[config.mk]
export PLATFORM = sky130hd
export DESIGN_NAME = hssp_regs
export DESIGN_NICKNAME = d
export VERILOG_FILES = /design/src/logic/hssp_pkg.sv /design/src/logic/hssp_hs_decode.sv /design/src/logic/hssp_poll.sv /design/src/logic/hssp_regs.sv
export VERILOG_INCLUDE_DIRS = /design/src /design/src/logic
export SDC_FILE = /design/constraint.sdc
export NUM_CORES = 1
export LEC_CHECK = 0
export ABC_CLOCK_PERIOD_IN_PS = 1720
export BUFFER_PORTS_ARGS = -buffer_cell sky130_fd_sc_hd__buf_4
export CORE_MARGIN = 1.5
export CORE_UTILIZATION = 35
export CTS_CLUSTER_DIAMETER = 120
export DETAILED_ROUTE_END_ITERATION = 12
export PLACE_DENSITY = 0.75
export SLEW_MARGIN = 20
export SYNTH_ARGS = -nofsm -noshare
export SYNTH_HDL_FRONTEND = slang
export SYNTH_SLANG_ARGS = --single-unit
[constraint.sdc]
create_clock -name i_core_clk -period 1.72 [get_ports i_core_clk]
set_input_delay 0.172 -clock i_core_clk [delete_from_list [all_inputs] [get_ports i_core_clk]]
set_output_delay 0.172 -clock i_core_clk [all_outputs]
set_load 0.05 [all_outputs]
[src/logic/hssp_defs.svh]
// Offsets, field positions, reset values and response codes of the status bank.
`ifndef HSSP_DEFS_SVH
`define HSSP_DEFS_SVH

`define HSSP_ADDR_W 8
`define HSSP_OFF_HS_STATUS 8'h00
`define HSSP_OFF_POLL_BYTE 8'h04
`define HSSP_OFF_HS_DECODE 8'h08

`define HSSP_HS_NEW_BYTE 7
`define HSSP_HS_END_HOLDOFF 6
`define HSSP_HS_NR_HOLDOFF 5
`define HSSP_HS_NR_HOLDOFF_IMM 4
`define HSSP_HS_DATA_HOLDOFF 3
`define HSSP_HS_ACC_READY 2
`define HSSP_HS_SRC_A 1
`define HSSP_HS_SRC_B 0

`define HSSP_POLL_SRQ_BIT 6
`define HSSP_POLL_RESET 8'h00

`define HSSP_DEC_ACC_IDLE 0
`define HSSP_DEC_ACC_NRDY 1
`define HSSP_DEC_ACC_RDY 2
`define HSSP_DEC_ACC_DATA 3
`define HSSP_DEC_SRC_IDLE 4
`define HSSP_DEC_SRC_GEN 5
`define HSSP_DEC_SRC_DLY 6
`define HSSP_DEC_SRC_XFER 7

`define HSSP_RESP_OKAY 2'h0
`define HSSP_RESP_SLVERR 2'h2

`endif

[src/logic/hssp_pkg.sv]
// Types shared by the handshake status and serial poll bank.
package hssp_pkg;

  typedef enum logic [1:0] {REG_HS_STATUS, REG_POLL_BYTE, REG_HS_DECODE, REG_NONE} hssp_reg_t;

  typedef enum logic [0:0] {WR_IDLE, WR_RESP} hssp_wr_t;

  typedef enum logic [0:0] {RD_IDLE, RD_RESP} hssp_rd_t;

  typedef struct packed {
    hssp_wr_t wr_st;
    logic aw_got;
    logic [7:0] aw_addr;
    logic w_got;
    logic [7:0] w_data;
    logic w_lane0;
    logic [1:0] bresp;
    hssp_rd_t rd_st;
    logic [7:0] rdata;
    logic [1:0] rresp;
  } hssp_bus_t;

  typedef struct packed {
    logic [7:0] status;
    logic req_pending;
    logic srq;
  } hssp_poll_t;

endpackage

[src/logic/hssp_hs_decode.sv]
// Decodes acceptor and source handshake states from the status bits.
`timescale 1ns/100ps
`default_nettype none
`include "hssp_defs.svh"

module hssp_hs_decode (
  // Clock and reset for the checks.
  input wire logic i_core_clk,
  input wire logic i_rst,
  // Handshake status inputs.
  input wire logic i_atn,
  input wire logic i_listener_addr,
  input wire logic i_talker_active,
  input wire logic i_cic,
  input wire logic i_dav,
  input wire logic i_acceptor_ready_flag,
  input wire logic i_data_holdoff_state,
  input wire logic i_source_state_bit_a,
  input wire logic i_source_state_bit_b,
  // Decoded states, one bit each.
  output logic [7:0] o_states
);

  logic acc_idle;
  logic src_idle;

  always_comb begin
    acc_idle = ~i_atn & ~i_listener_addr;
    src_idle = ~((i_talker_active & ~i_atn) | (i_cic & i_atn));
    o_states = 8'h00;
    o_states[`HSSP_DEC_ACC_IDLE] = acc_idle;
    o_states[`HSSP_DEC_ACC_NRDY] = ~acc_idle & ~i_acceptor_ready_flag & ~i_dav;
    o_states[`HSSP_DEC_ACC_RDY] = ~acc_idle & i_acceptor_ready_flag & ~i_dav;
    o_states[`HSSP_DEC_ACC_DATA] = ~acc_idle & i_dav &
        (i_acceptor_ready_flag | i_data_holdoff_state);
    o_states[`HSSP_DEC_SRC_IDLE] = src_idle;
    o_states[`HSSP_DEC_SRC_GEN] = ~src_idle & ~i_source_state_bit_a &
        ~i_source_state_bit_b;
    o_states[`HSSP_DEC_SRC_DLY] = ~src_idle & i_source_state_bit_a;
    o_states[`HSSP_DEC_SRC_XFER] = ~src_idle & ~i_source_state_bit_a &
        i_source_state_bit_b;
  end
endmodule // hssp_hs_decode
`default_nettype wire

[src/logic/hssp_poll.sv]
// Serial poll status byte, service request control and pending flag.
`timescale 1ns/100ps
`default_nettype none
`include "hssp_defs.svh"

module hssp_poll (
  // Clock and reset.
  input wire logic i_core_clk,
  input wire logic i_rst,
  // Host write of the poll status byte.
  input wire logic i_wr,
  input wire logic [7:0] i_wdata,
  // Bus-side poll events.
  input wire logic i_poll_active,
  input wire logic i_stb_read,
  input wire logic i_neg_poll_resp,
  // Status outputs.
  output logic [7:0] o_read_view,
  output logic o_rsv,
  output logic o_req_pending,
  output logic o_srq
);

  hssp_pkg::hssp_poll_t st_ff;
  hssp_pkg::hssp_poll_t nxt_st;

  always_comb begin
    nxt_st = st_ff;
    if (i_wr) begin
      nxt_st.status = i_wdata;
    end
    // A host write that raises the request wins over a clear by the poll.
    if (i_wr && i_wdata[`HSSP_POLL_SRQ_BIT]) begin
      nxt_st.status[`HSSP_POLL_SRQ_BIT] = 1'b1;
    end else if (i_stb_read) begin
      nxt_st.status[`HSSP_POLL_SRQ_BIT] = 1'b0;
    end
    if (st_ff.status[`HSSP_POLL_SRQ_BIT]) begin
      nxt_st.req_pending = 1'b1;
    end else if (i_neg_poll_resp) begin
      nxt_st.req_pending = 1'b0;
    end
    nxt_st.srq = nxt_st.status[`HSSP_POLL_SRQ_BIT] & ~i_poll_active;
  end

  always_ff @(posedge i_core_clk or posedge i_rst) begin
    if (i_rst) begin
      st_ff <= '0;
    end else begin
      st_ff <= nxt_st;
    end
  end

  always_comb begin
    o_read_view = st_ff.status;
    o_read_view[`HSSP_POLL_SRQ_BIT] = st_ff.req_pending;
    o_rsv = st_ff.status[`HSSP_POLL_SRQ_BIT];
    o_req_pending = st_ff.req_pending;
    o_srq = st_ff.srq;
  end
endmodule // hssp_poll
`default_nettype wire

[src/logic/hssp_regs.sv]
// Handshake status and serial poll register bank with an AXI4-Lite slave port.
`timescale 1ns/100ps
`default_nettype none
`include "hssp_defs.svh"

module hssp_regs (
  // Clock and reset.
  input wire logic i_core_clk,
  input wire logic i_rst,
  // AXI4-Lite write address channel.
  input wire logic i_s_axi_awvalid,
  output logic o_s_axi_awready,
  input wire logic [7:0] i_s_axi_awaddr,
  input wire logic [2:0] i_s_axi_awprot,
  // AXI4-Lite write data channel.
  input wire logic i_s_axi_wvalid,
  output logic o_s_axi_wready,
  input wire logic [31:0] i_s_axi_wdata,
  input wire logic [3:0] i_s_axi_wstrb,
  // AXI4-Lite write response channel.
  output logic o_s_axi_bvalid,
  input wire logic i_s_axi_bready,
  output logic [1:0] o_s_axi_bresp,
  // AXI4-Lite read address channel.
  input wire logic i_s_axi_arvalid,
  output logic o_s_axi_arready,
  input wire logic [7:0] i_s_axi_araddr,
  input wire logic [2:0] i_s_axi_arprot,
  // AXI4-Lite read data channel.
  output logic o_s_axi_rvalid,
  input wire logic i_s_axi_rready,
  output logic [31:0] o_s_axi_rdata,
  output logic [1:0] o_s_axi_rresp,
  // Acceptor handshake status from the handshake engine.
  input wire logic i_new_byte_avail,
  input wire logic i_end_holdoff_state,
  input wire logic i_not_ready_holdoff,
  input wire logic i_not_ready_holdoff_immediate,
  input wire logic i_data_holdoff_state,
  input wire logic i_acceptor_ready_flag,
  // Source handshake status from the handshake engine.
  input wire logic i_source_state_bit_a,
  input wire logic i_source_state_bit_b,
  // Bus and addressing status.
  input wire logic i_atn,
  input wire logic i_dav,
  input wire logic i_listener_addr,
  input wire logic i_talker_active,
  input wire logic i_cic,
  // Serial poll events from the talker function.
  input wire logic i_poll_active,
  input wire logic i_stb_read,
  input wire logic i_neg_poll_resp,
  // Service request outputs.
  output logic o_rsv,
  output logic o_req_pending,
  output logic o_srq
);

  hssp_pkg::hssp_bus_t st_ff;
  hssp_pkg::hssp_bus_t nxt_st;

  logic [7:0] hs_status;
  logic [7:0] hs_states;
  logic [7:0] poll_view;
  logic poll_wr;
  logic [7:0] rd_mux;
  logic [1:0] rd_resp;
  logic aw_take;
  logic w_take;
  hssp_pkg::hssp_reg_t wr_sel;
  hssp_pkg::hssp_reg_t rd_sel;

  // Maps a word address to a register; low address bits are ignored.
  function automatic hssp_pkg::hssp_reg_t reg_sel(input logic [7:0] addr);
    case ({addr[7:2], 2'h0})
      `HSSP_OFF_HS_STATUS: reg_sel = hssp_pkg::REG_HS_STATUS;
      `HSSP_OFF_POLL_BYTE: reg_sel = hssp_pkg::REG_POLL_BYTE;
      `HSSP_OFF_HS_DECODE: reg_sel = hssp_pkg::REG_HS_DECODE;
      default: reg_sel = hssp_pkg::REG_NONE;
    endcase
  endfunction

  // Live handshake status word, sampled only when a read is taken.
  always_comb begin
    hs_status = 8'h00;
    hs_status[`HSSP_HS_NEW_BYTE] = i_new_byte_avail;
    hs_status[`HSSP_HS_END_HOLDOFF] = i_end_holdoff_state;
    hs_status[`HSSP_HS_NR_HOLDOFF] = i_not_ready_holdoff;
    hs_status[`HSSP_HS_NR_HOLDOFF_IMM] = i_not_ready_holdoff_immediate;
    hs_status[`HSSP_HS_DATA_HOLDOFF] = i_data_holdoff_state;
    hs_status[`HSSP_HS_ACC_READY] = i_acceptor_ready_flag;
    hs_status[`HSSP_HS_SRC_A] = i_source_state_bit_a;
    hs_status[`HSSP_HS_SRC_B] = i_source_state_bit_b;
  end

  hssp_hs_decode u_decode (
    .i_core_clk(i_core_clk),
    .i_rst(i_rst),
    .i_atn(i_atn),
    .i_listener_addr(i_listener_addr),
    .i_talker_active(i_talker_active),
    .i_cic(i_cic),
    .i_dav(i_dav),
    .i_acceptor_ready_flag(i_acceptor_ready_flag),
    .i_data_holdoff_state(i_data_holdoff_state),
    .i_source_state_bit_a(i_source_state_bit_a),
    .i_source_state_bit_b(i_source_state_bit_b),
    .o_states(hs_states)
  );

  hssp_poll u_poll (
    .i_core_clk(i_core_clk),
    .i_rst(i_rst),
    .i_wr(poll_wr),
    .i_wdata(st_ff.w_data),
    .i_poll_active(i_poll_active),
    .i_stb_read(i_stb_read),
    .i_neg_poll_resp(i_neg_poll_resp),
    .o_read_view(poll_view),
    .o_rsv(o_rsv),
    .o_req_pending(o_req_pending),
    .o_srq(o_srq)
  );

  // Write and read decode share one address map.
  always_comb begin
    wr_sel = reg_sel(st_ff.aw_addr);
    rd_sel = reg_sel(i_s_axi_araddr);
    rd_mux = 8'h00;
    rd_resp = `HSSP_RESP_OKAY;
    case (rd_sel)
      hssp_pkg::REG_HS_STATUS: rd_mux = hs_status;
      hssp_pkg::REG_POLL_BYTE: rd_mux = poll_view;
      hssp_pkg::REG_HS_DECODE: rd_mux = hs_states;
      default: rd_resp = `HSSP_RESP_SLVERR;
    endcase
  end

  // The poll byte is the only writable register; lane 0 carries it.
  always_comb begin
    poll_wr = (st_ff.wr_st == hssp_pkg::WR_IDLE) && st_ff.aw_got && st_ff.w_got &&
        (wr_sel == hssp_pkg::REG_POLL_BYTE) && st_ff.w_lane0;
  end

  always_comb begin
    o_s_axi_awready = (st_ff.wr_st == hssp_pkg::WR_IDLE) && !st_ff.aw_got;
    o_s_axi_wready = (st_ff.wr_st == hssp_pkg::WR_IDLE) && !st_ff.w_got;
    o_s_axi_bvalid = (st_ff.wr_st == hssp_pkg::WR_RESP);
    o_s_axi_bresp = st_ff.bresp;
    o_s_axi_arready = (st_ff.rd_st == hssp_pkg::RD_IDLE);
    o_s_axi_rvalid = (st_ff.rd_st == hssp_pkg::RD_RESP);
    o_s_axi_rdata = {24'h000000, st_ff.rdata};
    o_s_axi_rresp = st_ff.rresp;
    aw_take = i_s_axi_awvalid && o_s_axi_awready;
    w_take = i_s_axi_wvalid && o_s_axi_wready;
  end

  // Bus state: address and data are caught in either order, answered once both are in.
  always_comb begin
    nxt_st = st_ff;
    case (st_ff.wr_st)
      hssp_pkg::WR_IDLE: begin
        if (aw_take) begin
          nxt_st.aw_got = 1'b1;
          nxt_st.aw_addr = i_s_axi_awaddr;
        end
        if (w_take) begin
          nxt_st.w_got = 1'b1;
          nxt_st.w_data = i_s_axi_wdata[7:0];
          nxt_st.w_lane0 = i_s_axi_wstrb[0];
        end
        if (st_ff.aw_got && st_ff.w_got) begin
          nxt_st.wr_st = hssp_pkg::WR_RESP;
          nxt_st.bresp = (wr_sel == hssp_pkg::REG_POLL_BYTE) ?
              `HSSP_RESP_OKAY : `HSSP_RESP_SLVERR;
        end
      end
      hssp_pkg::WR_RESP: begin
        if (i_s_axi_bready) begin
          nxt_st.wr_st = hssp_pkg::WR_IDLE;
          nxt_st.aw_got = 1'b0;
          nxt_st.w_got = 1'b0;
        end
      end
      default: nxt_st.wr_st = hssp_pkg::WR_IDLE;
    endcase
    case (st_ff.rd_st)
      hssp_pkg::RD_IDLE: begin
        if (i_s_axi_arvalid) begin
          nxt_st.rd_st = hssp_pkg::RD_RESP;
          nxt_st.rdata = rd_mux;
          nxt_st.rresp = rd_resp;
        end
      end
      hssp_pkg::RD_RESP: begin
        if (i_s_axi_rready) begin
          nxt_st.rd_st = hssp_pkg::RD_IDLE;
        end
      end
      default: nxt_st.rd_st = hssp_pkg::RD_IDLE;
    endcase
  end

  always_ff @(posedge i_core_clk or posedge i_rst) begin
    if (i_rst) begin
      st_ff <= '0;
    end else begin
      st_ff <= nxt_st;
    end
  end
endmodule // hssp_regs
`default_nettype wire

==> results of run 1 <==
## metrics by stage
| stage | hold WS [ns] | instance area [µm²] | worst slack [ns] | instances | util [%] |
|---|---|---|---|---|---|
| floorplan | 0.262 | 2260 | 0.00413 | 204 | - |
| global placement | 0.326 | 2510 | 0.192 | 302 | 42.4 |
| detailed placement | 0.331 | 2510 | 0.162 | 302 | 42.4 |
| CTS | 0.0179 | 2620 | 0.150 | 310 | 44.3 |
| global route | 0.0422 | 2620 | 0.0746 | 310 | 44.3 |
| finish | 0.00851 | 2620 | 0.172 | 310 | 44.3 |
## area by class of cell
| cell class | instances | area [µm²] | area share (%) |
|---|---|---|---|
| clock inverters | 2 | 37.5 | 1.43 |
| inverters | 7 | 26.3 | 1.00 |
| well taps | 75 | 93.8 | 3.58 |
| flip-flops and latches | 39 | 977 | 37.3 |
| multi-input cells | 117 | 932 | 35.6 |
| clock buffers | 6 | 72.6 | 2.77 |
| repair buffers | 64 | 480 | 18.3 |
## worst max-delay path by stage
| stage | from | to | cells past startpoint |
|---|---|---|---|
| finish | st_ff[28] | u_poll.o_read_view[3] | 3 |
| global route | st_ff[28] | u_poll.o_read_view[3] | 3 |
| CTS | st_ff[28] | u_poll.o_read_view[3] | 3 |
| detailed placement | st_ff[28] | u_poll.o_rsv | 3 |
| global placement | st_ff[28] | u_poll.o_rsv | 3 |
| floorplan | o_s_axi_bvalid | st_ff[13] | 5 |
## cell usage in the layout (no fill, tap or decap), types with 2 or more instances in the layout
cell type  synthesis  final
or2b_2             2      2
mux2_2            16     16
o21ai_0            4      4
inv_1              7      7
conb_1             1     26
nor2_1             8      7
dfrtp_1           39     38
nand2_1            3      3
clkbuf_8           1      5
nand2b_1           3      3
a22o_1             5      5
o32ai_1            5      5
nor2b_1            3      3
nand3b_1           2      2
mux2_4             8      8
nor4_1             2      2
mux2i_1            9      9
buf_4             36     64
a21oi_1            2      2
## flip-flops by register name (all words and copies together), names as in the netlist
register	count
st_ff	17
o_s_axi_rresp	1
o_s_axi_bvalid	1
o_s_axi_rvalid	1
u_poll.o_rsv	1
o_s_axi_rdata	8
o_s_axi_bresp	1
u_poll.o_srq	1
u_poll.o_req_pending	1
u_poll.o_read_view	7
## per-layer routing
layer  vias to the layer above  wire (µm)  share of wire, %
li1                        676          -                 -
met1                       653       1730                44
met2                        67       1800                45
met3                         2        424                11
met4                         0          6              0.15
met5                         -          0                 0
## worst min-delay path, cell delays in order
cell and delay (ns):
buf_4 0.10, inv_1 0.04, buf_4 0.42
## where the power goes
group | internal, W | leakage, nW | switching [W] | total, W
logic | 0.000538 | 0.785 | 0.000598 | 0.00114
registers | 0.00121 | 0.491 | 0.000216 | 0.00143
clock network | 0.000433 | 0.0514 | 0.000329 | 0.000762
## cells by family (layout without fill, tap and decap cells)
| logic type | count (synthesis) | after routing | synth area share, % |
|---|---|---|---|
| compound gates | 24 | 24 | 9.05 |
| buf+inv | 48 | 79 | 16.2 |
| flops | 39 | 39 | 45.3 |
| mux | 33 | 33 | 18.1 |
| other cells | 1 | 26 | 0.174 |
| simple gates | 34 | 34 | 11.2 |
==> results.json, run 1 <==
{
  "outcome": "finished clean",
  "use_met3_pct": 5.44,
  "rsz0062_at_grt": "no",
  "htree_levels": 2,
  "synth_most_common_cell": "dfrtp_1",
  "grt-ovfl-total": 0,
  "routed_wire_length_per_instance_um": 12.8,
  "crit_path_max_incr_delay_ns": 0.41,
  "synth_warnings": 0,
  "ios": 125,
  "die_h_um": 81.5,
  "syn-cell-area_mm2": 0.00216,
  "arrival_ns": 1.72,
  "die_area_mm2": 0.00664,
  "final_nets": 315,
  "fin_crit_sh_pct": 90.0,
  "fillers": 567,
  "fp.dieW_um": 81.5,
  "synth_top_area_share_pct": 45.3,
  "fmax_mhz": 646,
  "critPathKind": "reg -> reg",
  "synth.yosys.seq_area_share_pct": 45.3,
  "slowest_stage": "dfrtp_1",
  "rr_worst_depth": 3,
  "synth_ff_type": "dfrtp_1",
  "grt_busiest_layer": "met2",
  "synth_edf_count": 0,
  "syn_to_final_growth_pct": 21.5,
  "finalHoldViolCount": 0,
  "vias": 1398,
  "antennaDiodeCount": 0,
  "power_leakage_nw": 1.33,
  "cts_max_path_buffers": 2,
  "grt_pass1_wl_um": 6290,
  "synth_top_cell_by_area": "dfrtp_1",
  "setup_viol": 0,
  "fin_skew_ns": 0.00765,
  "first_pass_iters": 4,
  "drc": 0,
  "wl_um": 3970,
  "ctsHoldBuffers": 0,
  "crit_path_cell_trace": "nor4_4 > nand4b_4 > mux2_4",
  "syn_avg_cell_area_um2": 12.0,
  "synthTopCellsByCount": "39 x dfrtp_1, 36 x buf_4, 16 x mux2_2",
  "r2r-end": "u_poll.o_read_view[3]",
  "maxCapViolCount": 0,
  "r2r-start": "st_ff[28]",
  "grt_pass1_vias": 1344,
  "clock-sinks": 39,
  "clk_pin_slew_ns": 0.08,
  "startpoint_type": "register",
  "ys_top_cells_by_area": "dfrtp_1 45%, buf_4 13%, mux2_2 8.4%",
  "hold_class": "in -> async",
  "fp-row-count": 28,
  "peakVddDrop_uv": 878,
  "start_util_pct": 36.4,
  "power.density_mw_per_mm2": 1270,
  "slew_viol_final": 0,
  "antenna_found_initial": 0,
  "clock_latency_ns": 0.29,
  "required_ns": 1.89,
  "finalPower_w": 0.00333,
  "path_delay_family": "simple AND/OR/NAND/NOR gates",
  "globalRouteTotalUtil_pct": 12.5,
  "cts_inserted_buffers": 5,
  "grt_max_degree": 40,
  "gp_congestion": 0.728,
  "cts_setup_buffers": 0,
  "dp_hpwl_um": 3110,
  "synth.distinct_cells": 40,
  "vias_per_cell": 4.51,
  "met2_usage_pct": 20.5,
  "drtIter0Drc": 26,
  "final_layout_size_suffix_gt1_share_pct": 44.7,
  "critPathMaxFanout": 9,
  "io_buffers": 61,
  "cts_resized": 0,
  "ant_nets": 0,
  "gr-usage-met1_pct": 15.3,
  "tns_ns": 0,
  "cp-end-kind": "register",
  "cts_tree": "built",
  "ys_async_sr_fraction_pct": 100,
  "period_needed_ns": 1.55,
  "synth_cells": 179,
  "r2r_setup_slack_ns": 0.17,
  "cp_num_buf_inv": 0,
  "core-area_mm2": 0.00592,
  "cts_root_buf": "clkbuf_8",
  "ys_ff_latch": 39
}
(Power assumes the default switching activity.)
==> run 2: changes to the inputs <==
- ABC_AREA: not set -> 1
- PLACE_DENSITY: 0.75 -> 0.67
==> results.json, run 2 <==
{
  "peakVddDrop_uv": 1310,
  "grt_pass1_wl_um": 6380,
  "grt-ovfl-total": 0,
  "final_nets": 380,
  "hold_class": "in -> async",
  "start_util_pct": 36.2,
  "globalRouteTotalUtil_pct": 12.8,
  "cp-end-kind": "register",
  "final_cell_mix": "62 x buf_4, 51 x nand2_1, 39 x dfrtp_1",
  "clk_pin_slew_ns": 0.08,
  "gp_congestion": 0.816,
  "io_buffers": 61,
  "required_ns": 1.90,
  "die_area_mm2": 0.00656,
  "syn-cell-area_mm2": 0.00213,
  "cts_setup_buffers": 0,
  "synth_top_area_share_pct": 45.9,
  "vias": 1612,
  "synth_cells": 245,
  "antenna_found_initial": 0,
  "synth_warnings": 0,
  "power.density_mw_per_mm2": 1200,
  "synth_top_cell_by_area": "dfrtp_1",
  "critPathMaxFanout": 15,
  "fin_skew_ns": 0.00635,
  "clock_latency_ns": 0.29,
  "ys_async_sr_fraction_pct": 100,
  "setup_viol": 0,
  "p_int_w": 0.00188,
  "arrival_ns": 1.61,
  "tns_ns": 0,
  "p_sw_share_pct": 39.6,
  "largest_register": "st_ff",
  "rsz0062_at_grt": "no",
  "ios": 125,
  "htree_levels": 2,
  "cts_max_path_buffers": 2,
  "critPathKind": "reg -> reg",
  "drtIter0Drc": 66,
  "pwr-share-clk_pct": 19.5,
  "fmax_mhz": 696,
  "fp.dieW_um": 81.0,
  "ys_top_cells_by_area": "dfrtp_1 46%, buf_4 13%, nand2_1 9.0%",
  "synth.yosys.seq_area_share_pct": 45.9,
  "startpoint_type": "register",
  "first_pass_iters": 4,
  "die_h_um": 81.0,
  "fin_crit_sh_pct": 83.6,
  "layout.cells.most_common": "buf_4",
  "synth.distinct_cells": 27,
  "outcome": "complete, but fails checks",
  "ctsHoldBuffers": 0,
  "finalHoldViolCount": 9,
  "hold_ws_ns": -0.00503,
  "violations": "hold timing",
  "synth_most_common_cell": "nand2_1",
  "largest_reg_flops": 17,
  "synth_edf_count": 0,
  "drc": 0,
  "dp_hpwl_um": 3120,
  "p_seq_share_pct": 44.2,
  "power_leakage_nw": 1.37,
  "clock-sinks": 39,
  "synth_ff_type": "dfrtp_1",
  "period_needed_ns": 1.44,
  "synthTopCellsByCount": "51 x nand2_1, 39 x dfrtp_1, 37 x buf_4",
  "syn_avg_cell_area_um2": 8.69,
  "grt_pass1_vias": 1476,
  "cts_resized": 0,
  "switching_power_w": 0.00123,
  "grt_max_degree": 40,
  "combPwrFrac_pct": 36.3,
  "maxCapViolCount": 0,
  "cts_tree": "built",
  "ant_nets": 0,
  "syn_to_final_growth_pct": 21.6,
  "fillers": 632,
  "core-area_mm2": 0.00589,
  "fp-row-count": 28,
  "routed_wire_length_per_instance_um": 10.6,
  "slew_viol_final": 0,
  "final_layout_size_suffix_gt1_share_pct": 31.3,
  "antennaDiodeCount": 0,
  "vias_per_cell": 4.30,
  "wl_um": 3990,
  "cts_root_buf": "clkbuf_8",
  "cts_inserted_buffers": 5,
  "ys_ff_latch": 39
}
run 2: cell types whose count changed in the layout (fill, tap and decap cells not counted), sizes merged, moves of 9 or more:
| cell | before | now |
|---|---|---|
| mux2 | 24 | 9 |
| nand3 | 1 | 22 |
| mux2i | 9 | 0 |
| inv | 7 | 21 |
| nor2 | 8 | 30 |
| nand2 | 3 | 54 |
run 2: area by class of cell:
class / count / area, µm² / area share, %
Sequential cell: 39 / 976 / 37.7
Multi-Input combinational cell: 170 / 882 / 34.1
Timing Repair Buffer: 62 / 465 / 18.0
Tap cell: 75 / 93.8 / 3.63
Inverter: 21 / 81.3 / 3.14
Clock buffer: 5 / 68.8 / 2.66
Clock inverter: 3 / 20.0 / 0.774
run 2: per-layer routing:
layer  global-route usage [%]  up-vias  part of all wire (%)  wire length, µm
li1                         -      823                     -                -
met3                     4.38        2                   8.8              352
met2                     22.2       67                    48             1910
met5                        0        -                     0                0
met4                     4.66        0                  0.60               24
met1                     14.5      720                    43             1700
run 2: worst paths after layout:
path                       cells after the start  slack (ns)              from               end
min in group i_core_clk                        2        0.03     i_poll_active      u_poll.o_srq
max in group asynchronous                      3        1.38             i_rst  o_s_axi_rdata[5]
setup reg to reg                               3        0.28    o_s_axi_bvalid         st_ff[20]
setup / recovery                               3        0.28    o_s_axi_bvalid         st_ff[20]
hold / removal                                 3      -0.005             i_rst         st_ff[16]
hold reg to reg                                2        0.48  o_s_axi_rdata[5]  o_s_axi_rdata[5]
run 2: per-stage QoR:
stage               instances  util (%)  cell area (µm²)  power (W)  worst slack (ns)
floorplan                 270         -             2240    0.00231            0.0430
global placement          367      42.5             2500    0.00251             0.269
detailed placement        367      42.5             2500    0.00254             0.286
CTS                       375      44.0             2590    0.00317             0.272
global route              375      44.0             2590    0.00332             0.196
finish                    375      44.0             2590    0.00311             0.283
run 2: logic make-up (layout without fill, tap and decap cells):
family | count (synthesis) | in the layout | share of synthesized area [%]
muxes | 9 | 9 | 4.76
other | 1 | 26 | 0.176
DFF | 39 | 39 | 45.9
and+or+nand+nor | 116 | 116 | 25.9
AOI/OAI and AO/OA | 19 | 19 | 5.53
buffers and inverters | 61 | 91 | 17.8
run 2: power by group through the flow:
| stage | sequential (W) | combinational (W) | clock, W |
|---|---|---|---|
| 6_report | 0.00138 | 0.00113 | 0.000606 |
| 5_1_grt | 0.00141 | 0.00123 | 0.000679 |
| 4_1_cts | 0.00138 | 0.00115 | 0.000641 |
| 3_5_place_dp | 0.00140 | 0.00114 | 0 |
| 3_3_place_gp | 0.00139 | 0.00112 | 0 |
| 2_1_floorplan | 0.00141 | 0.000898 | 0 |
run 2: critical path: stages (launching register included):
cell and delay [ns]:
dfrtp_1 0.47, nor2_4 0.14, nand2_1 0.29, mux2_1 0.42
